## config.mk

```make
export PLATFORM = sky130hd
export DESIGN_NAME = position_io_pattern_mux
export DESIGN_NICKNAME = d
export VERILOG_FILES = /design/src/include/pio_pattern_pkg.sv /design/src/rtl/position_io_pattern_mux.sv
export SDC_FILE = /design/constraint.sdc
export NUM_CORES = 1
export LEC_CHECK = 0
export ABC_AREA = 0
export BUFFER_PORTS_ARGS = -buffer_cell sky130_fd_sc_hd__buf_2
export CAP_MARGIN = 20
export CORE_AREA = 2 2 247 249
export CTS_CLUSTER_DIAMETER = 40
export DETAILED_ROUTE_END_ITERATION = 6
export DIE_AREA = 0 0 249 251
export PLACE_DENSITY = 0.72
export SYNTH_ARGS = -nofsm -noshare
export SYNTH_HDL_FRONTEND = slang
export SYNTH_SLANG_ARGS = --single-unit
export TNS_END_PERCENT = 100
```

## constraint.sdc

```tcl
create_clock -name pclk -period 4.3 [get_ports pclk]
set_input_delay 0.215 -clock pclk [delete_from_list [all_inputs] [get_ports pclk]]
set_output_delay 0.215 -clock pclk [all_outputs]
set_load 0.03 [all_outputs]
```

## src/include/pio_pattern_pkg.sv

```systemverilog
// constants for the parallel i/o pattern selector and signal map
// assumes a single pclk domain and an apb register port
package pio_pattern_pkg;
	// ----------------------------------------------------------------
	// register byte offsets
	// ----------------------------------------------------------------
	localparam logic [7:0] OFF_CTRL      = 8'h00;
	localparam logic [7:0] OFF_ZONE_LO   = 8'h04;
	localparam logic [7:0] OFF_ZONE_HI   = 8'h08;
	localparam logic [7:0] OFF_TBL_IDX   = 8'h0C;
	localparam logic [7:0] OFF_TBL_LO    = 8'h10;
	localparam logic [7:0] OFF_TBL_HI    = 8'h14;
	localparam logic [7:0] OFF_STATUS    = 8'h18;

	// ----------------------------------------------------------------
	// control and status fields
	// ----------------------------------------------------------------
	localparam int CTRL_PAT_LSB  = 0;
	localparam int CTRL_ZSRC_BIT = 2;
	localparam int STAT_POS_LSB  = 0;
	localparam int STAT_HOME_BIT = 4;
	localparam int STAT_IN_LSB   = 8;
	localparam int STAT_OUT_LSB  = 16;

	// ----------------------------------------------------------------
	// pattern codes and reset values
	// ----------------------------------------------------------------
	localparam logic [1:0] PAT_8POINT    = 2'h0;
	localparam logic [1:0] PAT_3DIRECT   = 2'h1;
	localparam logic [1:0] PAT_16POINT   = 2'h2;
	localparam logic [1:0] PAT_RESET     = PAT_8POINT;
	localparam logic       ZSRC_PER_POS  = 1'b0;
	localparam logic       ZSRC_GLOBAL   = 1'b1;
	localparam logic       ZSRC_RESET    = ZSRC_PER_POS;

	// ----------------------------------------------------------------
	// pin map
	// ----------------------------------------------------------------
	localparam int IN_W        = 6;
	localparam int OUT_W       = 4;
	localparam int IN_HOME_W8  = 3;
	localparam int IN_START    = 4;
	localparam int IN_PAUSE_N  = 5;
	localparam logic [IN_W-1:0] IN_IDLE = 6'h20;
	localparam int OUT_FAULT_N = 3;
	localparam int N_TARGETS   = 16;
	localparam int N_DIRECT    = 3;
endpackage : pio_pattern_pkg

```

## src/rtl/position_io_pattern_mux.sv

```systemverilog
// pattern selector and signal map for the actuator parallel i/o port
// assumes pio pins are asynchronous, motion core signals are on pclk
// ----------------------------------------------------------------
// What this block does
// [RULE_01] three patterns chosen by a setting 0, 1, 2; 0 after reset
// [RULE_02] pattern 0: eight binary-coded targets and one zone output
// [RULE_03] pattern 1: three targets each on its own line, no zone output
// [RULE_04] pattern 2: sixteen binary-coded targets, one shared zone output
// [RULE_05] a setting picks per-position or global zone for pattern 2
// [RULE_06] global zone on while position in set range, only after homing
// [RULE_07] per-position range from table entry of commanded position only
// [RULE_08] patterns 0/2: in0-2 weights 1,2,4; in3 home or 8; start; pause
// [RULE_09] pattern 1: in0-2 direct moves, in3 unused, in4 clear, in5 pause
// [RULE_10] out0-2 done, homed, zone, or arrivals in pattern 1; out3 alarm
// [RULE_11] active-low lines count as asserted when off
// [RULE_12] pause off during a move stops it, resume when back on
// [RULE_13] homing done stays on until home position is lost
// ----------------------------------------------------------------
module position_io_pattern_mux
	import pio_pattern_pkg::*;
#(
	parameter int POS_W = 16
)(
	input  wire logic             pclk,
	input  wire logic             presetn,
	input  wire logic             psel,
	input  wire logic             penable,
	input  wire logic             pwrite,
	input  wire logic [7:0]       paddr,
	input  wire logic [31:0]      pwdata,
	output logic      [31:0]      prdata,
	output logic                  pready,
	output logic                  pslverr,
	input  wire logic [IN_W-1:0]  pio_in,
	output logic      [OUT_W-1:0] pio_out,
	input  wire logic [POS_W-1:0] core_position,
	input  wire logic             core_in_position,
	input  wire logic             core_homing_complete,
	input  wire logic             core_home_lost,
	input  wire logic             core_fault,
	input  wire logic             core_moving,
	output logic                  move_start_out,
	output logic      [3:0]       move_target_out,
	output logic                  home_start_out,
	output logic                  fault_clear_out,
	output logic                  pause_req_out
);
	// ----------------------------------------------------------------
	// state
	// ----------------------------------------------------------------
	typedef struct packed {
		logic [1:0]                      pattern;
		logic                            zone_src;
		logic [POS_W-1:0]                zone_lo;
		logic [POS_W-1:0]                zone_hi;
		logic [3:0]                      tbl_idx;
		logic [N_TARGETS-1:0][POS_W-1:0] tbl_lo;
		logic [N_TARGETS-1:0][POS_W-1:0] tbl_hi;
		logic [IN_W-1:0]                 in_s1;
		logic [IN_W-1:0]                 in_s2;
		logic [IN_W-1:0]                 in_prev;
		logic [3:0]                      cmd_pos;
		logic                            homed;
		logic [OUT_W-1:0]                outs;
		logic                            move_start;
		logic [3:0]                      move_target;
		logic                            home_start;
		logic                            fault_clear;
		logic                            pause_req;
		logic [31:0]                     rdata;
		logic                            slverr;
	} state_s;

	state_s st_reg;
	state_s st_next;

	// ----------------------------------------------------------------
	// helpers
	// ----------------------------------------------------------------
	function automatic logic in_range(input logic [POS_W-1:0] p,
		input logic [POS_W-1:0] lo, input logic [POS_W-1:0] hi);
		in_range = (p >= lo) && (p <= hi);
	endfunction : in_range

	function automatic logic addr_known(input logic [7:0] a);
		addr_known = (a == OFF_CTRL) || (a == OFF_ZONE_LO) || (a == OFF_ZONE_HI) ||
			(a == OFF_TBL_IDX) || (a == OFF_TBL_LO) || (a == OFF_TBL_HI) ||
			(a == OFF_STATUS);
	endfunction : addr_known

	logic [IN_W-1:0] rise;
	logic            global_zone;
	logic            pos_zone;
	logic            zone_out;
	logic [3:0]      bin_pos;
	logic            setup_ph;
	logic            wr_acc;

	assign rise        = st_reg.in_s2 & ~st_reg.in_prev;
	assign global_zone = st_reg.homed &&
		in_range(core_position, st_reg.zone_lo, st_reg.zone_hi); // [RULE_06]
	assign pos_zone    = in_range(core_position, st_reg.tbl_lo[st_reg.cmd_pos],
		st_reg.tbl_hi[st_reg.cmd_pos]); // [RULE_07]
	assign setup_ph    = psel && !penable;
	assign wr_acc      = psel && penable && pwrite && addr_known(paddr);

	// ----------------------------------------------------------------
	// next state
	// ----------------------------------------------------------------
	always_comb
	begin
		st_next = st_reg;
		st_next.move_start  = 1'b0;
		st_next.home_start  = 1'b0;
		st_next.fault_clear = 1'b0;

		// input synchroniser and edge history
		st_next.in_s1   = pio_in;
		st_next.in_s2   = st_reg.in_s1;
		st_next.in_prev = st_reg.in_s2;

		// binary position number, weight 8 only in pattern 2
		bin_pos = {(st_reg.pattern == PAT_16POINT) && st_reg.in_s2[IN_HOME_W8],
			st_reg.in_s2[2:0]}; // [RULE_08]

		// pause is active low on the pin
		st_next.pause_req = !st_reg.in_s2[IN_PAUSE_N]; // [RULE_11] [RULE_12]

		unique case (st_reg.pattern)
			PAT_8POINT, PAT_16POINT:
			begin
				if (rise[IN_START])
				begin
					st_next.move_start  = 1'b1; // [RULE_02] [RULE_04]
					st_next.move_target = bin_pos;
					st_next.cmd_pos     = bin_pos;
				end
				if (st_reg.pattern == PAT_8POINT && rise[IN_HOME_W8])
					st_next.home_start = 1'b1; // [RULE_08]
			end
			PAT_3DIRECT:
			begin
				for (int k = N_DIRECT - 1; k >= 0; k--)
				begin
					if (rise[k])
					begin
						st_next.move_start  = 1'b1; // [RULE_03] [RULE_09]
						st_next.move_target = 4'(k);
						st_next.cmd_pos     = 4'(k);
					end
				end
				if (rise[IN_START])
					st_next.fault_clear = 1'b1; // [RULE_09]
			end
			default:
			begin
			end
		endcase

		// homed latch, a new completion wins over a loss
		if (core_homing_complete)
			st_next.homed = 1'b1; // [RULE_13]
		else if (core_home_lost)
			st_next.homed = 1'b0; // [RULE_13]

		// output pin map
		if (st_reg.pattern == PAT_3DIRECT)
		begin
			for (int k = 0; k < N_DIRECT; k++)
				st_next.outs[k] = core_in_position && !core_moving &&
					(st_reg.cmd_pos == 4'(k)); // [RULE_10]
		end
		else
		begin
			st_next.outs[0] = core_in_position && !core_moving; // [RULE_10]
			st_next.outs[1] = st_reg.homed; // [RULE_10]
			st_next.outs[2] = zone_out; // [RULE_10]
		end
		st_next.outs[OUT_FAULT_N] = !core_fault; // [RULE_10] [RULE_11]

		// apb read data captured in the setup phase
		if (setup_ph)
		begin
			st_next.slverr = !addr_known(paddr);
			st_next.rdata  = 32'h0000_0000;
			unique case (paddr)
				OFF_CTRL:
				begin
					st_next.rdata[CTRL_PAT_LSB +: 2] = st_reg.pattern;
					st_next.rdata[CTRL_ZSRC_BIT]     = st_reg.zone_src;
				end
				OFF_ZONE_LO: st_next.rdata[POS_W-1:0] = st_reg.zone_lo;
				OFF_ZONE_HI: st_next.rdata[POS_W-1:0] = st_reg.zone_hi;
				OFF_TBL_IDX: st_next.rdata[3:0]       = st_reg.tbl_idx;
				OFF_TBL_LO:  st_next.rdata[POS_W-1:0] = st_reg.tbl_lo[st_reg.tbl_idx];
				OFF_TBL_HI:  st_next.rdata[POS_W-1:0] = st_reg.tbl_hi[st_reg.tbl_idx];
				OFF_STATUS:
				begin
					st_next.rdata[STAT_POS_LSB +: 4]     = st_reg.cmd_pos;
					st_next.rdata[STAT_HOME_BIT]         = st_reg.homed;
					st_next.rdata[STAT_IN_LSB +: IN_W]   = st_reg.in_s2;
					st_next.rdata[STAT_OUT_LSB +: OUT_W] = st_reg.outs;
				end
				default:
				begin
				end
			endcase
		end

		// apb writes
		if (wr_acc)
		begin
			unique case (paddr)
				OFF_CTRL:
				begin
					if (pwdata[CTRL_PAT_LSB +: 2] != 2'h3)
						st_next.pattern = pwdata[CTRL_PAT_LSB +: 2]; // [RULE_01]
					st_next.zone_src = pwdata[CTRL_ZSRC_BIT]; // [RULE_05]
				end
				OFF_ZONE_LO: st_next.zone_lo = pwdata[POS_W-1:0]; // [RULE_06]
				OFF_ZONE_HI: st_next.zone_hi = pwdata[POS_W-1:0]; // [RULE_06]
				OFF_TBL_IDX: st_next.tbl_idx = pwdata[3:0];
				OFF_TBL_LO:  st_next.tbl_lo[st_reg.tbl_idx] = pwdata[POS_W-1:0]; // [RULE_07]
				OFF_TBL_HI:  st_next.tbl_hi[st_reg.tbl_idx] = pwdata[POS_W-1:0]; // [RULE_07]
				default:
				begin
				end
			endcase
		end
	end

	// zone source, pattern 0 global only, pattern 1 none
	always_comb
	begin
		zone_out = 1'b0;
		unique case (st_reg.pattern)
			PAT_8POINT:  zone_out = global_zone; // [RULE_02]
			PAT_16POINT: zone_out = (st_reg.zone_src == ZSRC_GLOBAL) ?
				global_zone : pos_zone; // [RULE_04] [RULE_05]
			default:     zone_out = 1'b0; // [RULE_03]
		endcase
	end

	// ----------------------------------------------------------------
	// registers
	// ----------------------------------------------------------------
	always_ff @(posedge pclk or negedge presetn)
	begin
		if (!presetn)
		begin
			st_reg          <= '0;
			st_reg.pattern  <= PAT_RESET; // [RULE_01]
			st_reg.zone_src <= ZSRC_RESET;
			st_reg.in_s1    <= IN_IDLE; // [RULE_11]
			st_reg.in_s2    <= IN_IDLE;
			st_reg.in_prev  <= IN_IDLE;
		end
		else
			st_reg <= st_next;
	end

	// ----------------------------------------------------------------
	// outputs
	// ----------------------------------------------------------------
	assign prdata          = st_reg.rdata;
	assign pready          = 1'b1;
	assign pslverr         = psel && penable && st_reg.slverr;
	assign pio_out         = st_reg.outs;
	assign move_start_out  = st_reg.move_start;
	assign move_target_out = st_reg.move_target;
	assign home_start_out  = st_reg.home_start;
	assign fault_clear_out = st_reg.fault_clear;
	assign pause_req_out   = st_reg.pause_req;
endmodule : position_io_pattern_mux

```

; ---- Word level (Yosys, flattened, before mapping)
; Cells that the tools add are included.
; W data, S select, Z words.
[word_totals]
register_bits = 606
output_inout_bits = 46
in_bits = 72
[classes]
n_bitwise = 2
muxes = 38
magnitude_cmp = 7
reduce_logical = 40
eq_ne = 13
[ops]
columns = cell, n
row1 = $bwmux W256, 2
row2 = $bmux W16 S4, 4
row3 = $mux W16, 5
row4 = $demux W16 S4, 1
row5 = $ge A16 B16 Y1, 2
row6 = $le A16 B16 Y1, 2
row7 = $pmux W6 S5, 1
row8 = $eq A8 B5 Y1 const B, 3
row9 = $pmux W3 S7, 1
row10 = $mux W4, 5
row11 = $mux W5, 4
row12 = $eq A8 B4 Y1 const B, 2
row13 = $logic_and A1 B1 Y1, 15
row14 = $pmux W3 S4, 1
row15 = $reduce_and A2 Y1, 6
row16 = $lt A4 B5 Y1 const B, 2
row17 = $pmux W5 S2, 1
row18 = $eq A8 B3 Y1 const B, 1
row19 = $logic_not A8 Y1, 1
row20 = $pmux W2 S4, 1
row21 = $pmux W4 S2, 1
row22 = $mux W1, 7
row23 = $logic_or A1 B1 Y1, 6
row24 = $pmux W1 S6, 1
row25 = 18 further kinds, 25

; ---- Depth between registers and ports, before layout
[depth]
ltp_word = 9
mapped_depth = 13

; ---- Worst setup path before layout
; OpenSTA, ideal clock, no wires.
[synth_path]
path_kind = register -> register
startpoint = reg st_reg[46] in the netlist's numbering
endpoint = reg st_reg (netlist bit pio_out[2])
required_time_ns = 4.184
setup_time_ns = 0.116
path_buffers = 3
slack_ns = 0.695
arrival_time_ns = 3.490
synth_period_minus_slack_ns = 3.605
path_stages_with_launch = 14
path_cell_list = dfrtp_1 -> clkbuf_1 -> buf_2 -> buf_1 -> mux4_2 -> mux4_2 -> inv_1 -> ha_1 -> nor2b_1 -> o211ai_1 -> a21oi_1 -> a211oi_1 -> o221ai_1 -> o311ai_0
[synth_lines]
columns = element, line_no
row1 = start: declaration, position_io_pattern_mux.sv:74  ; state_s st_reg;
row2 = start signal: assignment, position_io_pattern_mux.sv:259  ; st_reg <= st_next;

==> flow_summary.json <==
{
  "outcome": "completed",
  "fin_nets": 2407,
  "path_delay_family": "compound AO/OA/AOI/OAI gates",
  "core_sq_um": 59800,
  "firstDrtPassIters": 5,
  "num_vias": 20900,
  "synth_area_sq_um": 32700,
  "io_buffers": 88,
  "hold_depth": 5,
  "cts.repair.resized": 0,
  "crit_chain": "buf_12, mux4_2, mux4_2, inv_1, ha_1, nand2_1, o21ai_0, a221oi_1, o211ai_1, o221ai_1, o311ai_0",
  "drive_gt1_share_pct": 51.4,
  "reg2reg_depth": 11,
  "io_pins": 118,
  "setup_viol": 0,
  "htree_levels": 3,
  "hpwl_mm": 57.3,
  "cts_root_buffer": "clkbuf_16",
  "finalMaxSlewViolations": 0,
  "grt_max_degree": 116,
  "num_rows": 90,
  "grt-ovfl-total": 0,
  "syn_to_final_growth_pct": 14.4,
  "required_ns": 4.82,
  "clock_skew_ns": 0.0287,
  "drtIter0Drc": 1909,
  "ys.flop_type": "dfrtp_1",
  "cts.reportedPaths.clkPinSlew_ns": 0.06,
  "tightestPinTransition_ns": 1.16,
  "initial_core_util_pct": 54.7,
  "place.gp.congestion": 0.919,
  "clock_path_buffers": 3,
  "critical_path_depth": 11,
  "powerDensity_nw_per_um2": 398,
  "drt-vias-per-instance": 6.66,
  "worstPathMaxFanout": 26,
  "cts_tree": "built",
  "hold_path_class": "input pin to register",
  "synth_seq_cells": 606,
  "worstPathArrival_ns": 4.47,
  "track_usage_pct": 29.5,
  "clkSinkCount": 606,
  "most-common-layout-cells": "596 x dfrtp_1, 515 x mux2_2, 307 x mux4_2, 99 x clkbuf_16, 87 x buf_2",
  "fin_area_sq_um": 37400,
  "synth_edf_count": 0,
  "period_needed_ns": 3.95,
  "antenna_found_initial": 1,
  "wl_per_cell_microns": 28.8,
  "peakVddDrop_v": 0.000286,
  "startpoint_type": "register",
  "fmax_mhz": 253,
  "critPathKind": "register to register",
  "drc": 0,
  "die_area_sq_um": 62500,
  "grt_pass1_vias": 21900,
  "leakagePower_nw": 17.1,
  "ys_seq_area_share_pct": 46.4,
  "die_w_microns": 249,
  "timing.critical_path.buf_inv": 2,
  "largest_register_ff_count": 562,
  "final_common_cell": "dfrtp_1",
  "fin_crit_sh_pct": 91.8,
  "syn_area_per_cell_sq_um": 14.7,
  "whs_ns": 0.0307,
  "fin_tns_setup_ns": 0,
  "hold_viol": 0,
  "async_flop_share_pct": 100,
  "slowest_stage": "dfrtp_4",
  "cp-end-kind": "register",
  "die_h_microns": 251,
  "slew_headroom_pct": 21.9,
  "max-cap-violations": 0,
  "syn_inst": 2218,
  "place_area_sq_um": 33900,
  "clock_latency_ns": 0.66,
  "synth_cell_types": 55,
  "rsz0062_at_grt": "false",
  "wl_mm": 90.2,
  "ant_nets": 0,
  "crit_top_cell": "mux4_2",
  "yosysWarnings": 0,
  "power_mw": 14.9,
  "cts-buffers-inserted": 97,
  "grt_pass1_wl_mm": 137,
  "max_stage_delay_ns": 0.70
}
==> metal layers <==
layer | track usage (%) | routed length [microns] | vias to the layer above | share of wire (%)
met5 | 0 | 13 | - | 0.014
met4 | 12.4 | 3590 | 2 | 4.0
met3 | 5.56 | 6960 | 235 | 7.7
met2 | 47.5 | 43400 | 942 | 48
met1 | 39.7 | 36300 | 11100 | 40
li1 | - | - | 8581 | -
==> cell type report <==
type | count | area (sq um)
clock buffers | 110 | 2600
flip-flops and latches | 606 | 15200
multi-input cells | 1326 | 16200
diodes | 1 | 2.50
fillers | 4265 | 22400
clock inverters | 72 | 833
repair buffers | 172 | 1310
inverters | 68 | 255
well taps | 782 | 978
==> logic make-up (layout without fill, tap and decap cells) <==
family                     Yosys count  in the layout  synth area share [%]
adders and majority gates           64             64                  2.45
other                                2             14                0.0230
AOI/OAI and AO/OA                  173            173                  3.42
buffers and inverters              297            422                  4.14
and+or+nand+nor                    219            219                  3.66
muxes                              857            857                  39.9
DFF                                606            606                  46.4
==> path summary, 6_finish.rpt <==
check,startpoint,to,slack [ns]
max,st_reg[46],pio_out[2],0.35
min,core_moving,pio_out[2],0.03
max reg2reg,st_reg[46],pio_out[2],0.35
min reg2reg,st_next[57],bin_pos[1],0.36
max in group asynchronous,presetn,st_reg[575],2.77
min in group asynchronous,presetn,st_reg[85],0.23
==> per-stage QoR <==
stage	setup WS (ns)	std cells	utilization, %
2_1_floorplan	0.695	2229	-
3_3_place_gp	0.382	2942	56.6
3_5_place_dp	0.375	2942	56.6
4_1_cts	0.348	3136	62.6
5_1_grt	0.197	3136	62.6
6_report	0.354	3137	62.6
==> what timing repair did <==
item / 4_1_cts / 5_1_grt
endpoints found under the hold margin: 115 / 0
setup buffers: 0 / 0
hold buffers: 12 / 0
==> worst reg2reg max path: stages, from the launching register on <==
cell and delay [ns]:
dfrtp_4 0.70, buf_12 0.33, mux4_2 0.58, mux4_2 0.49, inv_1 0.11, ha_1 0.16
nand2_1 0.07, o21ai_0 0.27, a221oi_1 0.14, o211ai_1 0.31, o221ai_1 0.32, o311ai_0 0.34
==> cells in the mapped netlist (all sizes together), types with 9 or more instances <==
master,count,area (sq um)
clkbuf,112,420
a22o,16,140
nor2,54,253
o22ai,11,68.8
a211oi,15,113
a22oi,12,90.1
ha,64,801
inv,68,255
dfrtp,604,15100
nand4,15,109
mux2,518,5830
o21ai,51,255
a21o,14,105
buf,117,679
nand2b,9,56.3
nand3,14,80.1
mux4,307,6910
nand2,75,297
nor2b,10,62.6
a21oi,33,165
mux2i,32,320
==> where the power goes <==
group	internal (mW)	switching, mW
sequential	5.75	0.0782
clock	5.09	3.04
combinational	0.336	0.607
total	11.2	3.72
Power figures use the tool's default switching activity.
